`src/include/vrt_defs.vh`:
```
// timing constants for the interlaced raster timing generator
`ifndef VRT_DEFS_VH
`define VRT_DEFS_VH

// core clock rate, Hz
`define VRT_CORE_CLK_HZ          32'd40000000

// 625-line standard
`define VRT_625_PIXEL_HZ         32'd14700000
`define VRT_625_LINE_TOTAL       10'd944
`define VRT_625_LINE_START       10'd152
`define VRT_625_LINE_ACTIVE      10'd768
`define VRT_625_FRAME_TOTAL      10'd625
`define VRT_625_FIELD_START      10'd53
`define VRT_625_FRAME_ACTIVE     10'd572
`define VRT_625_FIELD0_LINES     10'd313

// 525-line standard
`define VRT_525_PIXEL_HZ         32'd12272725
`define VRT_525_LINE_TOTAL       10'd780
`define VRT_525_LINE_START       10'd118
`define VRT_525_LINE_ACTIVE      10'd640
`define VRT_525_FRAME_TOTAL      10'd525
`define VRT_525_FIELD_START      10'd17
`define VRT_525_FRAME_ACTIVE     10'd508
`define VRT_525_FIELD0_LINES     10'd263

// strap settling cycles after reset release
`define VRT_STRAP_SETTLE         2'd3

`endif

```
`src/rtl/vrt_raster_timing.v`:
```
// interlaced raster timing generator for the 625-line and 525-line standards
`include "vrt_defs.vh"

// Functional notes
// - 625-line: 944-pixel line, active 152 for 768
// - 625-line: 14.7 MHz pixels, 625 lines, start 53
// - 525-line: 12.272725 MHz, 780 total, 118 start, 640
// - 525-line: 525 lines interlaced, start line 17
// - 525-line active lines equal 525 minus 17; here 491 per frame, as each field starts at field line 17
// - standard fixed by strap, never switched live
module vrt_raster_timing #(
  // core clock rate in Hz; the pixel divider works from it
  parameter [31:0] CORE_CLK_HZ = `VRT_CORE_CLK_HZ
) (
  input  wire       core_clk_in,
  input  wire       resetn_in,
  input  wire       std_525_strap_in,
  output reg        ready_out,
  output reg        std_525_out,
  output reg        pixel_en_out,
  output reg  [9:0] pixel_count_out,
  output reg  [9:0] line_count_out,
  output reg  [9:0] field_line_out,
  output reg        field_out,
  output reg        line_start_out,
  output reg        frame_start_out,
  output reg        active_out
);

  // ----------------------------------------------------------------
  // strap capture
  // ----------------------------------------------------------------
  // the strap is sampled once after reset and then frozen, so a
  // glitch on the pin later cannot change the raster mid-frame;
  // the pin is not on this clock, so it passes two flops first,
  // and a board that changes the strap needs a reset to apply it
  reg       strap_s1;
  reg       strap_s2;
  reg [1:0] settle;

  always @(posedge core_clk_in or negedge resetn_in) begin
    if (!resetn_in) begin
      strap_s1    <= 1'b0;
      strap_s2    <= 1'b0;
      settle      <= 2'h0;
      ready_out   <= 1'b0;
      std_525_out <= 1'b0;
    end else begin
      strap_s1 <= std_525_strap_in;
      strap_s2 <= strap_s1;
      if (!ready_out) begin
        if (settle == `VRT_STRAP_SETTLE) begin
          ready_out   <= 1'b1;
          std_525_out <= strap_s2;
        end else begin
          settle <= settle + 2'h1;
        end
      end
    end
  end

  // ----------------------------------------------------------------
  // per-standard constants
  // ----------------------------------------------------------------
  // one selector for every count pair keeps the two tables aligned
  function [9:0] pick;
    input       sel_525;
    input [9:0] val_525;
    input [9:0] val_625;
    begin
      pick = sel_525 ? val_525 : val_625;
    end
  endfunction

  wire [31:0] pixel_hz     = std_525_out ? `VRT_525_PIXEL_HZ : `VRT_625_PIXEL_HZ;
  wire [9:0]  line_total   = pick(std_525_out, `VRT_525_LINE_TOTAL, `VRT_625_LINE_TOTAL);
  wire [9:0]  line_start   = pick(std_525_out, `VRT_525_LINE_START, `VRT_625_LINE_START);
  wire [9:0]  line_active  = pick(std_525_out, `VRT_525_LINE_ACTIVE, `VRT_625_LINE_ACTIVE);
  wire [9:0]  frame_total  = pick(std_525_out, `VRT_525_FRAME_TOTAL, `VRT_625_FRAME_TOTAL);
  wire [9:0]  field_start  = pick(std_525_out, `VRT_525_FIELD_START, `VRT_625_FIELD_START);
  wire [9:0]  frame_active = pick(std_525_out, `VRT_525_FRAME_ACTIVE, `VRT_625_FRAME_ACTIVE);
  wire [9:0]  field0_lines = pick(std_525_out, `VRT_525_FIELD0_LINES, `VRT_625_FIELD0_LINES);

  // ----------------------------------------------------------------
  // fractional pixel-rate divider
  // ----------------------------------------------------------------
  // phase accumulator in Hz: average rate is exact, jitter is one
  // core clock, which is the price of running on a single clock
  reg  [31:0] phase;
  wire [31:0] phase_sum = phase + pixel_hz;
  // the pixel tick is the only enable; every raster counter moves on it
  wire        tick      = ready_out && (phase_sum >= CORE_CLK_HZ);

  always @(posedge core_clk_in or negedge resetn_in) begin
    if (!resetn_in) begin
      phase <= 32'h0;
    end else if (ready_out) begin
      phase <= tick ? (phase_sum - CORE_CLK_HZ) : phase_sum;
    end
  end

  // ----------------------------------------------------------------
  // raster counters
  // ----------------------------------------------------------------
  reg [9:0] active_lines;
  reg [9:0] next_pixel;
  reg [9:0] next_line;
  reg [9:0] next_field_line;
  reg       next_field;
  reg [9:0] next_active_lines;
  reg       next_line_start;
  reg       next_frame_start;
  reg       next_active;

  // the same last-value test serves pixels, lines and the first
  // field, so it is one function rather than three comparators
  function at_last;
    input [9:0] count;
    input [9:0] total;
    begin
      at_last = (count == total - 10'h1);
    end
  endfunction

  // the window is half open: first is inside, first plus span is not
  function in_window;
    input [9:0] pos;
    input [9:0] first;
    input [9:0] span;
    begin
      in_window = (pos >= first) && (pos < first + span);
    end
  endfunction

  wire line_end    = tick && at_last(pixel_count_out, line_total);
  wire frame_end   = line_end && at_last(line_count_out, frame_total);
  wire field0_end  = line_end && !field_out && at_last(field_line_out, field0_lines);
  // a finished line counts against the frame budget only once its
  // field has passed the vertical start
  wire line_counts = line_end && (field_line_out >= field_start) && (active_lines < frame_active);

  // ----------------------------------------------------------------
  // counter steps
  // ----------------------------------------------------------------
  // horizontal: step on every pixel tick, wrap at the line total
  always @* begin
    next_pixel      = pixel_count_out;
    next_line_start = 1'b0;
    if (line_end) begin
      next_pixel      = 10'h0;
      next_line_start = 1'b1;
    end else if (tick) begin
      next_pixel = pixel_count_out + 10'h1;
    end
  end

  // vertical: the first field is the longer one, so the second
  // field always ends together with the frame
  always @* begin
    next_line         = line_count_out;
    next_field_line   = field_line_out;
    next_field        = field_out;
    next_active_lines = active_lines;
    next_frame_start  = 1'b0;
    if (line_counts) begin
      next_active_lines = active_lines + 10'h1;
    end
    if (frame_end) begin
      next_line         = 10'h0;
      next_field_line   = 10'h0;
      next_field        = 1'b0;
      next_active_lines = 10'h0;
      next_frame_start  = 1'b1;
    end else if (field0_end) begin
      next_line       = line_count_out + 10'h1;
      next_field_line = 10'h0;
      next_field      = 1'b1;
    end else if (line_end) begin
      next_line       = line_count_out + 10'h1;
      next_field_line = field_line_out + 10'h1;
    end
  end

  // active needs both windows and the per-frame line budget; it is
  // taken from the next counts so it lines up with the shown counters
  wire h_window = in_window(next_pixel, line_start, line_active);
  wire v_window = (next_field_line >= field_start) && (next_active_lines < frame_active);

  always @* begin
    next_active = ready_out && h_window && v_window;
  end

  // ----------------------------------------------------------------
  // output registers
  // ----------------------------------------------------------------
  // every output leaves a flop so a peripheral sees clean edges
  always @(posedge core_clk_in or negedge resetn_in) begin
    if (!resetn_in) begin
      pixel_count_out <= 10'h0;
      line_count_out  <= 10'h0;
      field_line_out  <= 10'h0;
      field_out       <= 1'b0;
      active_lines    <= 10'h0;
      pixel_en_out    <= 1'b0;
      line_start_out  <= 1'b0;
      frame_start_out <= 1'b0;
      active_out      <= 1'b0;
    end else begin
      pixel_count_out <= next_pixel;
      line_count_out  <= next_line;
      field_line_out  <= next_field_line;
      field_out       <= next_field;
      active_lines    <= next_active_lines;
      pixel_en_out    <= tick;
      line_start_out  <= next_line_start;
      frame_start_out <= next_frame_start;
      active_out      <= next_active;
    end
  end

endmodule

```
`config.mk`:
```
export PLATFORM = sky130hd
export DESIGN_NAME = vrt_raster_timing
export DESIGN_NICKNAME = d
export VERILOG_FILES = /design/src/rtl/vrt_raster_timing.v
export VERILOG_INCLUDE_DIRS = /design/src /design/src/include
export SDC_FILE = /design/constraint.sdc
export NUM_CORES = 1
export LEC_CHECK = 0
export ABC_AREA = 1
export BUFFER_PORTS_ARGS = -buffer_cell sky130_fd_sc_hd__buf_4
export CAP_MARGIN = 20
export CORE_MARGIN = 2
export CORE_UTILIZATION = 60
export DETAILED_ROUTE_END_ITERATION = 10
export HOLD_SLACK_MARGIN = 0.08
export MAX_ROUTING_LAYER = met4
export PLACE_DENSITY = 0.78
export RECOVER_POWER = 25
export SYNTH_ARGS = -nofsm -noshare
export SYNTH_HDL_FRONTEND = slang
export SYNTH_SLANG_ARGS = --single-unit
```
`constraint.sdc`:
```
create_clock -name core_clk_in -period 11.2 [get_ports core_clk_in]
set_input_delay 1.68 -clock core_clk_in [delete_from_list [all_inputs] [get_ports core_clk_in]]
set_output_delay 1.68 -clock core_clk_in [all_outputs]
set_load 0.02 [all_outputs]
```
-- Word-level counts from Yosys, hierarchy flattened
Cells that the tools add are included.
- input bits: 3
- output and inout bits: 37
- logic and storage cells: 80
- flip-flop bits (word level): 83
- equality and inequality tests: 4
- reductions and logical operators: 16
- magnitude comparators: 7
- muxes and demuxes: 25
- add/sub/neg operators: 11
- bitwise logic cells: 2
- operators by type and width (cell ; number):
    10-bit 2-to-1 mux ; 11
    10-bit by 1-bit adder with 10-bit output (second input constant) ; 4
    32-bit by 24-bit adder with 32-bit output ; 1
    32-bit by 26-bit >= comparator with 1-bit output (second input constant) ; 1
    32-bit 2-to-1 mux ; 1
    32-bit by 26-bit subtractor with 32-bit output (second input constant) ; 1
    10-bit equality test ; 3
    10-bit less-than comparator ; 3
    23-bit 2-to-1 mux ; 1
    10-bit by 6-bit >= comparator with 1-bit output ; 2
    8-bit 2-to-1 mux ; 2
    6-bit 2-to-1 mux ; 2
    1-bit logical AND ; 11
    8-bit by 10-bit adder with 10-bit output ; 1
    10-bit by 8-bit >= comparator with 1-bit output ; 1
    10-bit by 1-bit subtractor with 10-bit output (second input constant) ; 1
    9-bit by 1-bit subtractor with 10-bit output (second input constant) ; 1
    9-bit by 2-bit subtractor with 10-bit output (second input constant) ; 1
    9-bit 2-to-1 mux ; 1
    7-bit 2-to-1 mux ; 1
    1-bit 2-to-1 mux ; 6
    2-bit AND reduction ; 2
    3-bit nonzero test ; 1
    2-bit by 1-bit adder with 2-bit output (second input constant) ; 1
    4 further kinds ; 5

-- Longest topological paths before layout
Gate-level depths: netlist of the first run.
- depth after elaboration: 12
- gate-level depth with buffers: 33
- depth with buffers taken out: 32

-- Worst setup path after synthesis of the first run
No wires, ideal clock.
- kind: flip-flop to flip-flop
- start: register std_525_out
- end: register active_out
- cell stages (with the launch flop): 30
- arrival time: 4.810 ns
- buffers on the path: 1
- library setup time: 0.072 ns
- clock period less this slack: 4.881 ns
- slack: 6.319 ns
- required time: 11.128 ns
- path through: dfrtp_1 clkinv_1 ha_1 nand2_1 nor2_1 nor2_1 nand3_1 nand2_1 nand3_1 nand2_2 nand3_2 nor2_2 nand2_1 nor2_2 nand2_2 nand3_4 nand2_2 buf_2 nor4_1 o21ai_0 a21oi_1 ha_1 a21o_1 nand4_1 nand2_1 nand2_1 nand2_1 nor2_1 nand3_1 nor2_1
- elaborated cells between the ends (all ways): 41
- those cells by class: 5 x add/sub; 7 x order compare; 3 x eq/ne; 15 x mux; 11 x reduce/logical
- RTL lines (what ; line ; text):
    start, declared ; vrt_raster_timing.v:19 ; output reg std_525_out,
    start signal, assigned ; vrt_raster_timing.v:54 ; std_525_out <= strap_s2;
    23-bit 2-to-1 mux (no line) ; n/a ;
    32-bit by 24-bit adder with 32-bit output ; vrt_raster_timing.v:90 ; wire [31:0] phase_sum = phase + pixel_hz;
    32-bit by 26-bit >= comparator with 1-bit output ; vrt_raster_timing.v:92 ; wire tick = ready_out && (phase_sum >= CORE_CLK_HZ);
    1-bit logical AND ; vrt_raster_timing.v:92 ;
    10-bit 2-to-1 mux or 1-bit logical AND (tied branches) ; vrt_raster_timing.v:152, vrt_raster_timing.v:135 ;
    10-bit 2-to-1 mux (*) ; vrt_raster_timing.v:149 ; if (line_end) begin
    net next_pixel[3] ; vrt_raster_timing.v:106 ; reg [9:0] next_pixel;
    10-bit by 8-bit >= comparator with 1-bit output or 10-bit less-than comparator (tied branches) ; vrt_raster_timing.v:131 ; in_window = (pos >= first) && (pos < first + span);
    1-bit logical AND (*) ; vrt_raster_timing.v:131 ;
    1-bit logical AND (*) (2 in a row) ; vrt_raster_timing.v:190 ; next_active = ready_out && h_window && v_window;
    net next_active ; vrt_raster_timing.v:113 ; reg next_active;
    end signal, assigned ; vrt_raster_timing.v:217 ; active_out <= next_active;
    end, declared ; vrt_raster_timing.v:27 ; output reg active_out
The timed path passes the listed nets; every way through them passes the cells marked *.
A chain may end at the register's enable or synchronous reset.

==> results.sh, run 1 <==
export IMPL_cp_slowest_cell="clkbuf_1"
export IMPL_initial_core_util=0.614
export IMPL_drcViolationCount=0
export IMPL_final_net_count=1216
export IMPL_antenna_cells=0
export IMPL_switching_share=0.519
export IMPL_antenna_found_initial=0
export IMPL_cts_buffers=9
export IMPL_drt_met1_wl_um=8850
export IMPL_port_buffers=39
export IMPL_die_area_um2=13100
export IMPL_via_per_inst=5.60
export IMPL_fin_crit_sh=0.493
export IMPL_slowest_delay_ns=2.83
export IMPL_worstHoldPathType="reg -> reg"
export IMPL_crit_top_cell="clkbuf_1"
export IMPL_vdd_drop_max_mv=0.165
export IMPL_cp_arrival_ns=5.06
export IMPL_async_flop_share=1.00
export IMPL_dp_cells=1307
export IMPL_syn_instance_count=1137
export IMPL_die_w_um=115
export IMPL_yosysTopAreaCellShare=0.283
export IMPL_fin_cells=1324
export IMPL_slew_headroom=-1.64
export IMPL_critical_path_required_ns=10.74
export IMPL_cts_htree_levels=3
export IMPL_drive_above_1_share=0.105
export IMPL_coreArea_um2=12000
export IMPL_synth_edf_count=0
export IMPL_crit_buf_inv=2
export IMPL_yosysWarnings=0
export IMPL_clkPwrFrac=0.143
export IMPL_vias=7408
export IMPL_hold_viol=0
export IMPL_drt_iter0_drc=625
export IMPL_cts_root_buf="clkbuf_16"
export IMPL_top_layer_used="met4"
export IMPL_syn_mean_instance_area_um2=6.46
export IMPL_grt_max_degree=84
export IMPL_grt_use_total=0.337
export IMPL_synthTopCellsByCount="330 x nand2_1, 142 x inv_1, 126 x nor2_1"
export IMPL_synth_area_top_cells="dfrtp_1 28%, nand2_1 17%, inv_1 7.3%"
export IMPL_wl_met3_um=1200
export IMPL_io_pins=40
export IMPL_overflow=0
export IMPL_worst_slew_pin_slew_ns=3.95
export IMPL_powerDensity_nw_per_um2=263
export IMPL_synth_area_um2=7340
export IMPL_rows=40
export IMPL_clk_latency_ns=0.35
export IMPL_fmax_mhz=181
export IMPL_synthToLayoutAreaGrowth_pct=9.46
export IMPL_p_int_mw=1.02
export IMPL_post_cts_buffers=0
export IMPL_crit_family="buffers and inverters"
export IMPL_rsz0062_at_grt="false"
export IMPL_tns_ns=0
export IMPL_status="finished with violations"
export IMPL_critPathMaxFanout=71
export IMPL_path_clk_slew_ns=0.06
export IMPL_cp_end_kind="asynchronous set/reset pin"
export IMPL_yosysSeqAreaShare=0.283
export IMPL_p_switching_mw=1.10
export IMPL_max_cap_viol_count=2
export IMPL_grt_pass1_vias=7053
export IMPL_yosysTopAreaCell="dfrtp_1"
export IMPL_slew_violations=110
export IMPL_violations="max-capacitance violations, max-slew violations"
export IMPL_cts_tree="yes"
export IMPL_dp_hpwl_um=15600
export IMPL_start_kind="input port"
export IMPL_synth_most_common_cell="nand2_1"
export IMPL_worstPathCellList="clkbuf_1 -> clkbuf_1"
export IMPL_synth_seq_cells=83
export IMPL_yosysUniqueCellTypes=53
export IMPL_route_met2_wl_um=9410
export IMPL_leakagePower_nw=4.20
export IMPL_worstSetupPathType="in -> async"
export IMPL_syn_nets=1181
export IMPL_seq_power_share=0.237
export IMPL_gp_congestion=1.04
export IMPL_routedWlPerCell_um=15.2
export IMPL_grt_pass1_wl_um=34000
export IMPL_ys_flop_type="dfrtp_1"
export IMPL_finalSetupViolations=0
export IMPL_cts_resized=0
export IMPL_wl_um=20200
export IMPL_final_fill_count=1104
export IMPL_drt_pass1_iter_count=6
export IMPL_chipHeight_um=115
export IMPL_cts_buffer_depth=2
export IMPL_layout_min_cycle_time_ns=5.52
export IMPL_cts_sinks=83
export IMPL_drtAntennaViolNets=0
export IMPL_combinationalPowerShare=0.621
export IMPL_holdBufCountCts=0
export IMPL_clock_skew_ns=0.00837
cells in the final DEF (no fill, tap or decap), types with 3 or more instances in the layout:
cell type and n:
nand2_1 330, inv_1 142, nor2_1 126, nand3_1 98, dfrtp_1 83, ha_1 41
a21oi_1 40, buf_4 40, xor2_1 35, o21ai_0 34, nand4_1 27, nor3_1 25
inv_2 22, nor2_2 14, nand2_2 12, o21ai_1 11, xnor2_1 11, clkbuf_16 9
nor4_1 7, nand3b_1 6, nand3_2 4, o211ai_1 4, clkbuf_1 4, and3_1 3
power by group through the flow:
stage	clock network (mW)	registers (mW)	logic (mW)
after floorplan	0	0.482	0.989
after global placement	0	0.501	1.28
after detailed placement	0	0.501	1.29
after CTS	0.305	0.496	1.30
after global routing	0.316	0.512	1.47
final	0.301	0.501	1.31
layer usage:
metal	up-vias	GRT usage
met4	0	0.141
met5	-	-
li1	3740	-
met2	248	0.539
met3	48	0.0439
met1	3372	0.431
sequential cells by signal, indices dropped and copies added, names as in the netlist, 2 cells and up:
| name | cells |
|---|---|
| pixel_count_out | 10 |
| field_line_out | 10 |
| settle | 2 |
| phase | 32 |
| line_count_out | 10 |
| active_lines | 10 |
logic make-up after synthesis:
kind of cell	synth area share
DFF	0.283
and+or+nand+nor	0.403
buffers and inverters	0.0988
AOI/OAI and AO/OA	0.0910
adders and majority gates	0.0699
xor gates and xnor gates	0.0549
final timing paths:
check | startpoint | endpoint | slack [ns] | depth (start not counted)
hold / removal | strap_s1 | strap_s2 | 0.35 | 0
hold reg to reg | strap_s1 | strap_s2 | 0.35 | 0
setup / recovery | resetn_in | phase[22] | 5.68 | 2
min in group asynchronous | resetn_in | pixel_count_out[0] | 1.34 | 1
setup reg to reg | std_525_out | active_out | 6.08 | 31
max in group core_clk_in | std_525_out | active_out | 6.08 | 31
through the flow:
stage	util	area (µm²)	setup slack, ns	total power, mW	hold slack [ns]
finish	0.672	8040	5.68	2.11	0.353
global route	0.672	8040	4.70	2.30	0.379
CTS	0.672	8040	6.13	2.10	0.357
detailed placement	0.648	7750	6.22	1.79	0.344
global placement	0.648	7750	6.32	1.78	0.351
floorplan	-	7340	6.32	1.47	0.331
final cells by class:
cell class / count / area [µm²] / share of cell area
sequential: 83 / 2080 / 0.258
inverter: 166 / 623 / 0.0775
clock buffer: 10 / 229 / 0.0285
timing repair buffer: 44 / 319 / 0.0397
multi-input combinational: 868 / 4540 / 0.565
clock inverter: 6 / 65.1 / 0.00809
tap: 147 / 184 / 0.0229
No activity file was read; power rests on OpenSTA's default activity.
==> run 2: changes to the inputs <==
Clock period 11.2 ns to 5.7 ns, I/O delays scaled along.
==> results.sh, run 2 (synthesis results as in run 1) <==
export IMPL_status="finished with violations"
export IMPL_violations="max-capacitance violations, max-slew violations"
export IMPL_finalSetupViolations=0
export IMPL_drtAntennaViolNets=0
export IMPL_initial_core_util=0.614
export IMPL_min_delay_start="strap_s1"
export IMPL_top_usage_layer="met2"
export IMPL_drive_above_1_share=0.106
export IMPL_gr_usage_met2=0.578
export IMPL_powerDensity_nw_per_um2=523
export IMPL_slew_violations=119
export IMPL_worst_slew_pin_slew_ns=3.04
export IMPL_hold_worst_slack_ns=0.350
export IMPL_cts_htree_levels=3
export IMPL_wl_um=21000
export IMPL_final_common_cell="nand2_1"
export IMPL_slew_headroom=-1.03
export IMPL_drt_iter0_drc=719
export IMPL_cts_resized=0
export IMPL_final_cell_mix="330 x nand2_1, 142 x inv_1, 126 x nor2_1, 98 x nand3_1, 83 x dfrtp_1"
export IMPL_antenna_found_initial=0
export IMPL_overflow=0
export IMPL_tns_ns=0
export IMPL_largest_reg_flops=32
export IMPL_leakagePower_nw=4.21
export IMPL_cp_slowest_cell="dfrtp_1"
export IMPL_fmax_mhz=193
export IMPL_vdd_drop_max_mv=0.198
export IMPL_coreArea_um2=12000
export IMPL_worstHoldPathType="reg -> reg"
export IMPL_clk_latency_ns=0.35
export IMPL_critical_path_required_ns=5.98
export IMPL_die_w_um=115
export IMPL_holdBufCountCts=0
export IMPL_fin_crit_sh=0.908
export IMPL_final_net_count=1217
export IMPL_cts_root_buf="clkbuf_16"
export IMPL_vias=7477
export IMPL_reg2reg_from="std_525_out"
export IMPL_drcViolationCount=0
export IMPL_start_kind="flip-flop"
export IMPL_layout_min_cycle_time_ns=5.18
export IMPL_grt_use_total=0.345
export IMPL_dp_hpwl_um=16200
export IMPL_crit_top_cell="nand2_1"
export IMPL_die_area_um2=13100
export IMPL_routedWlPerCell_um=15.8
export IMPL_cp_arrival_ns=5.46
export IMPL_max_cap_viol_count=3
export IMPL_cp_end_kind="flip-flop"
export IMPL_path_clk_slew_ns=0.06
export IMPL_cts_sinks=83
export IMPL_chipHeight_um=115
export IMPL_cts_tree="yes"
export IMPL_cts_buffers=9
export IMPL_hold_viol=0
export IMPL_rsz0062_at_grt="false"
export IMPL_antenna_cells=0
export IMPL_via_per_inst=5.64
export IMPL_worstSetupPathType="reg -> reg"
export IMPL_rows=40
export IMPL_post_cts_buffers=0
export IMPL_clock_skew_ns=0.00354
export IMPL_grt_max_degree=56
export IMPL_synthToLayoutAreaGrowth_pct=9.81
export IMPL_critical_path_startpoint="std_525_out"
export IMPL_gp_congestion=1.01
export IMPL_io_pins=40
export IMPL_grt_pass1_vias=7073
export IMPL_grt_pass1_wl_um=34500
export IMPL_post_route_util=0.674
export IMPL_drt_pass1_iter_count=8
export IMPL_grtUsageMet1=0.424
export IMPL_critPathMaxFanout=15
export IMPL_grt_util_met3=0.0471
export IMPL_slowest_delay_ns=0.56
export IMPL_cts_buffer_depth=2
export IMPL_port_buffers=39
export IMPL_top_register="phase"
run 2: cell count changes in the layout (fill, tap and decap cells not counted):
cell / change
clkbuf_1: -1
clkinv_2: -1
buf_4: +1
clkbuf_8: +2
run 2: worst paths after layout:
| check | to | depth (start not counted) | slack, ns |
|---|---|---|---|
| max in group asynchronous | phase[21] | 2 | 1.25 |
| min in group asynchronous | field_line_out[1] | 1 | 0.88 |
| worst max-delay path | active_out | 27 | 0.52 |
| worst max register to register | active_out | 27 | 0.52 |
| worst min-delay path | strap_s2 | 0 | 0.35 |
| worst min register to register | strap_s2 | 0 | 0.35 |
run 2: area by class of cell:
| cell class | count | area (µm²) |
|---|---|---|
| multi-input cells | 868 | 4540 |
| fillers | 1069 | 3900 |
| flip-flops and latches | 83 | 2080 |
| inverters | 166 | 623 |
| repair buffers | 45 | 327 |
| clock buffers | 11 | 253 |
| well taps | 147 | 184 |
| clock inverters | 5 | 60.1 |
run 2: layer usage:
layer	wire length, µm	vias up
met3	1260	42
met4	649	0
met2	10100	282
met1	8950	3418
li1	-	3735
met5	0	-
run 2: critical path: cells and delay by family, from the launching register on:
family,cells,cell delay [ns]
compound gates,3,0.55
fa+ha+maj,2,0.71
buf+inv,1,0.31
flops,1,0.56
simple gates,21,2.99
run 2: where the power goes:
part	total, mW	internal (mW)	switching (mW)	leakage, nW
logic	2.60	0.891	1.71	3.02
clock network	0.618	0.365	0.253	0.152
registers	1.00	0.770	0.235	1.04
total	4.22	2.03	2.19	4.21
run 2: stage by stage:
| stage | instance area, µm² | instances | worst slack, ns | power (mW) |
|---|---|---|---|---|
| global route | 8060 | 1325 | 0.0938 | 4.58 |
| detailed placement | 7760 | 1309 | 0.715 | 3.53 |
| finish | 8060 | 1325 | 0.522 | 4.22 |
| CTS | 8080 | 1325 | 0.680 | 4.17 |
| global placement | 7760 | 1309 | 0.865 | 3.51 |
| floorplan | 7340 | 1137 | 0.819 | 2.89 |
==> run 3: changes to the inputs <==
Settings changed: CORE_UTILIZATION 60 to 57.
Clock period 5.7 ns to 4.39 ns, I/O delays scaled along.
==> results.sh, run 3 (synthesis results as in run 1) <==
export IMPL_status="finished with violations"
export IMPL_violations="max-capacitance violations, max-slew violations"
export IMPL_synthToLayoutAreaGrowth_pct=20.8
export IMPL_die_w_um=118
export IMPL_critical_path_required_ns=4.67
export IMPL_slowest_delay_ns=0.46
export IMPL_clock_skew_ns=0.00510
export IMPL_cp_slowest_cell="dfrtp_2"
export IMPL_top_register="phase"
export IMPL_chipHeight_um=118
export IMPL_largest_reg_flops=32
export IMPL_slew_headroom=-0.937
export IMPL_final_common_cell="nand2_1"
export IMPL_dp_cells=1361
export IMPL_cts_buffers=9
export IMPL_p_switching_mw=3.09
export IMPL_fin_cells=1392
export IMPL_via_per_inst=5.69
export IMPL_critPathMaxFanout=8
export IMPL_die_area_um2=13800
export IMPL_antenna_found_initial=0
export IMPL_start_kind="flip-flop"
export IMPL_rows=41
export IMPL_post_place_ws_ns=-0.0325
export IMPL_path_clk_slew_ns=0.06
export IMPL_clk_latency_ns=0.35
export IMPL_vias=7915
export IMPL_drive_above_1_share=0.191
export IMPL_combinationalPowerShare=0.646
export IMPL_grt_pass1_vias=7364
export IMPL_gp_congestion=0.967
export IMPL_final_fill_count=1108
export IMPL_p_int_mw=3.00
export IMPL_layout_min_cycle_time_ns=4.21
export IMPL_drt_iter0_drc=626
export IMPL_dp_hpwl_um=16000
export IMPL_cts_buffer_depth=2
export IMPL_coreArea_um2=12600
export IMPL_cts_htree_levels=3
export IMPL_initial_core_util=0.582
export IMPL_overflow=0
export IMPL_setup_ws_ns=0.181
export IMPL_final_cell_mix="313 x nand2_1, 141 x inv_1, 111 x nor2_1, 90 x nand3_1, 81 x dfrtp_1"
export IMPL_grt_max_degree=54
export IMPL_switching_share=0.507
export IMPL_io_pins=40
export IMPL_worst_slew_pin_slew_ns=2.91
export IMPL_antenna_cells=0
export IMPL_cts_root_buf="clkbuf_16"
export IMPL_drtAntennaViolNets=0
export IMPL_fin_crit_sh=0.959
export IMPL_powerDensity_nw_per_um2=686
export IMPL_hold_viol=0
export IMPL_max_cap_viol_count=1
export IMPL_worstHoldPathType="reg -> reg"
export IMPL_final_net_count=1259
export IMPL_cts_sinks=83
export IMPL_place_area_um2=8010
export IMPL_drcViolationCount=0
export IMPL_holdBufCountCts=0
export IMPL_finalPower_mw=6.09
export IMPL_seq_power_share=0.220
export IMPL_grt_use_total=0.316
export IMPL_cts_tree="yes"
export IMPL_slew_violations=54
export IMPL_cp_arrival_ns=4.49
export IMPL_routedWlPerCell_um=15.6
export IMPL_clkPwrFrac=0.134
export IMPL_worstSetupPathType="reg -> reg"
export IMPL_cp_end_kind="flip-flop"
export IMPL_grt_pass1_wl_um=34700
export IMPL_wl_um=21700
export IMPL_leakagePower_nw=4.48
export IMPL_vdd_drop_max_mv=0.393
export IMPL_fmax_mhz=238
export IMPL_fin_area_um2=8870
export IMPL_finalSetupViolations=0
export IMPL_drt_pass1_iter_count=8
export IMPL_post_route_util=0.703
export IMPL_port_buffers=39
==> run 3: cell count changes in the layout (fill, tap and decap cells not counted), sizes merged <==
cell	delta
buf	+44
clkbuf	-2
bufinv	+1
clkinv	-1
==> run 3: path summary, 6_finish.rpt <==
check	to	startpoint	cells past startpoint	slack, ns
min in group asynchronous	field_line_out[4]	resetn_in	1	1.25
max	active_out	std_525_out	30	0.18
min reg2reg	strap_s2	strap_s1	0	0.35
min	strap_s2	strap_s1	0	0.35
max in group asynchronous	ready_out	resetn_in	1	1.28
max reg2reg	active_out	std_525_out	30	0.18
==> run 3: worst max-delay path: cells and delay by family, from the launching register on <==
kind | cells | cell delay, ns
AO/OA/AOI/OAI | 1 | 0.08
flip-flops | 1 | 0.46
AND/OR/NAND/NOR | 22 | 2.41
adder cells (fa/ha/maj) | 2 | 0.54
buffers and inverters | 5 | 0.67
==> run 3: area by class of cell <==
cell class	instances	area, µm²	area share
sequential	83	2080	0.235
tap	172	215	0.0243
multi-input combinational	868	4930	0.556
clock buffer	11	233	0.0262
clock inverter	5	77.6	0.00875
timing repair buffer	87	698	0.0787
inverter	166	631	0.0711
==> run 3: routing by layer <==
layer | global-route usage | vias to the layer above | part of all wire
met3 | 0.0266 | 82 | 0.064
met1 | 0.400 | 3672 | 0.41
met5 | - | - | 0
met2 | 0.515 | 338 | 0.48
met4 | 0.153 | 0 | 0.042
li1 | - | 3823 | -
==> run 3: repair_timing <==
item	4_1_cts	5_1_grt
pin swaps	0	32
setup buffers	1	14
endpoints found under the setup margin	1	3
resized for setup	0	93
==> run 3: through the flow <==
stage / setup TNS, ns / hold WS, ns
floorplan: 0 / 0.331
global placement: 0 / 0.336
detailed placement: -0.0325 / 0.337
CTS: 0 / 0.351
global route: -0.0658 / 0.372
finish: 0 / 0.348
==> run 3: power by group through the flow <==
stage | Sequential, mW | Combinational (mW) | Clock [mW]
finish | 1.34 | 3.93 | 0.818
global route | 1.36 | 4.36 | 0.859
floorplan | 1.23 | 2.52 | 0
global placement | 1.29 | 3.34 | 0
CTS | 1.28 | 3.42 | 0.823
detailed placement | 1.30 | 3.38 | 0
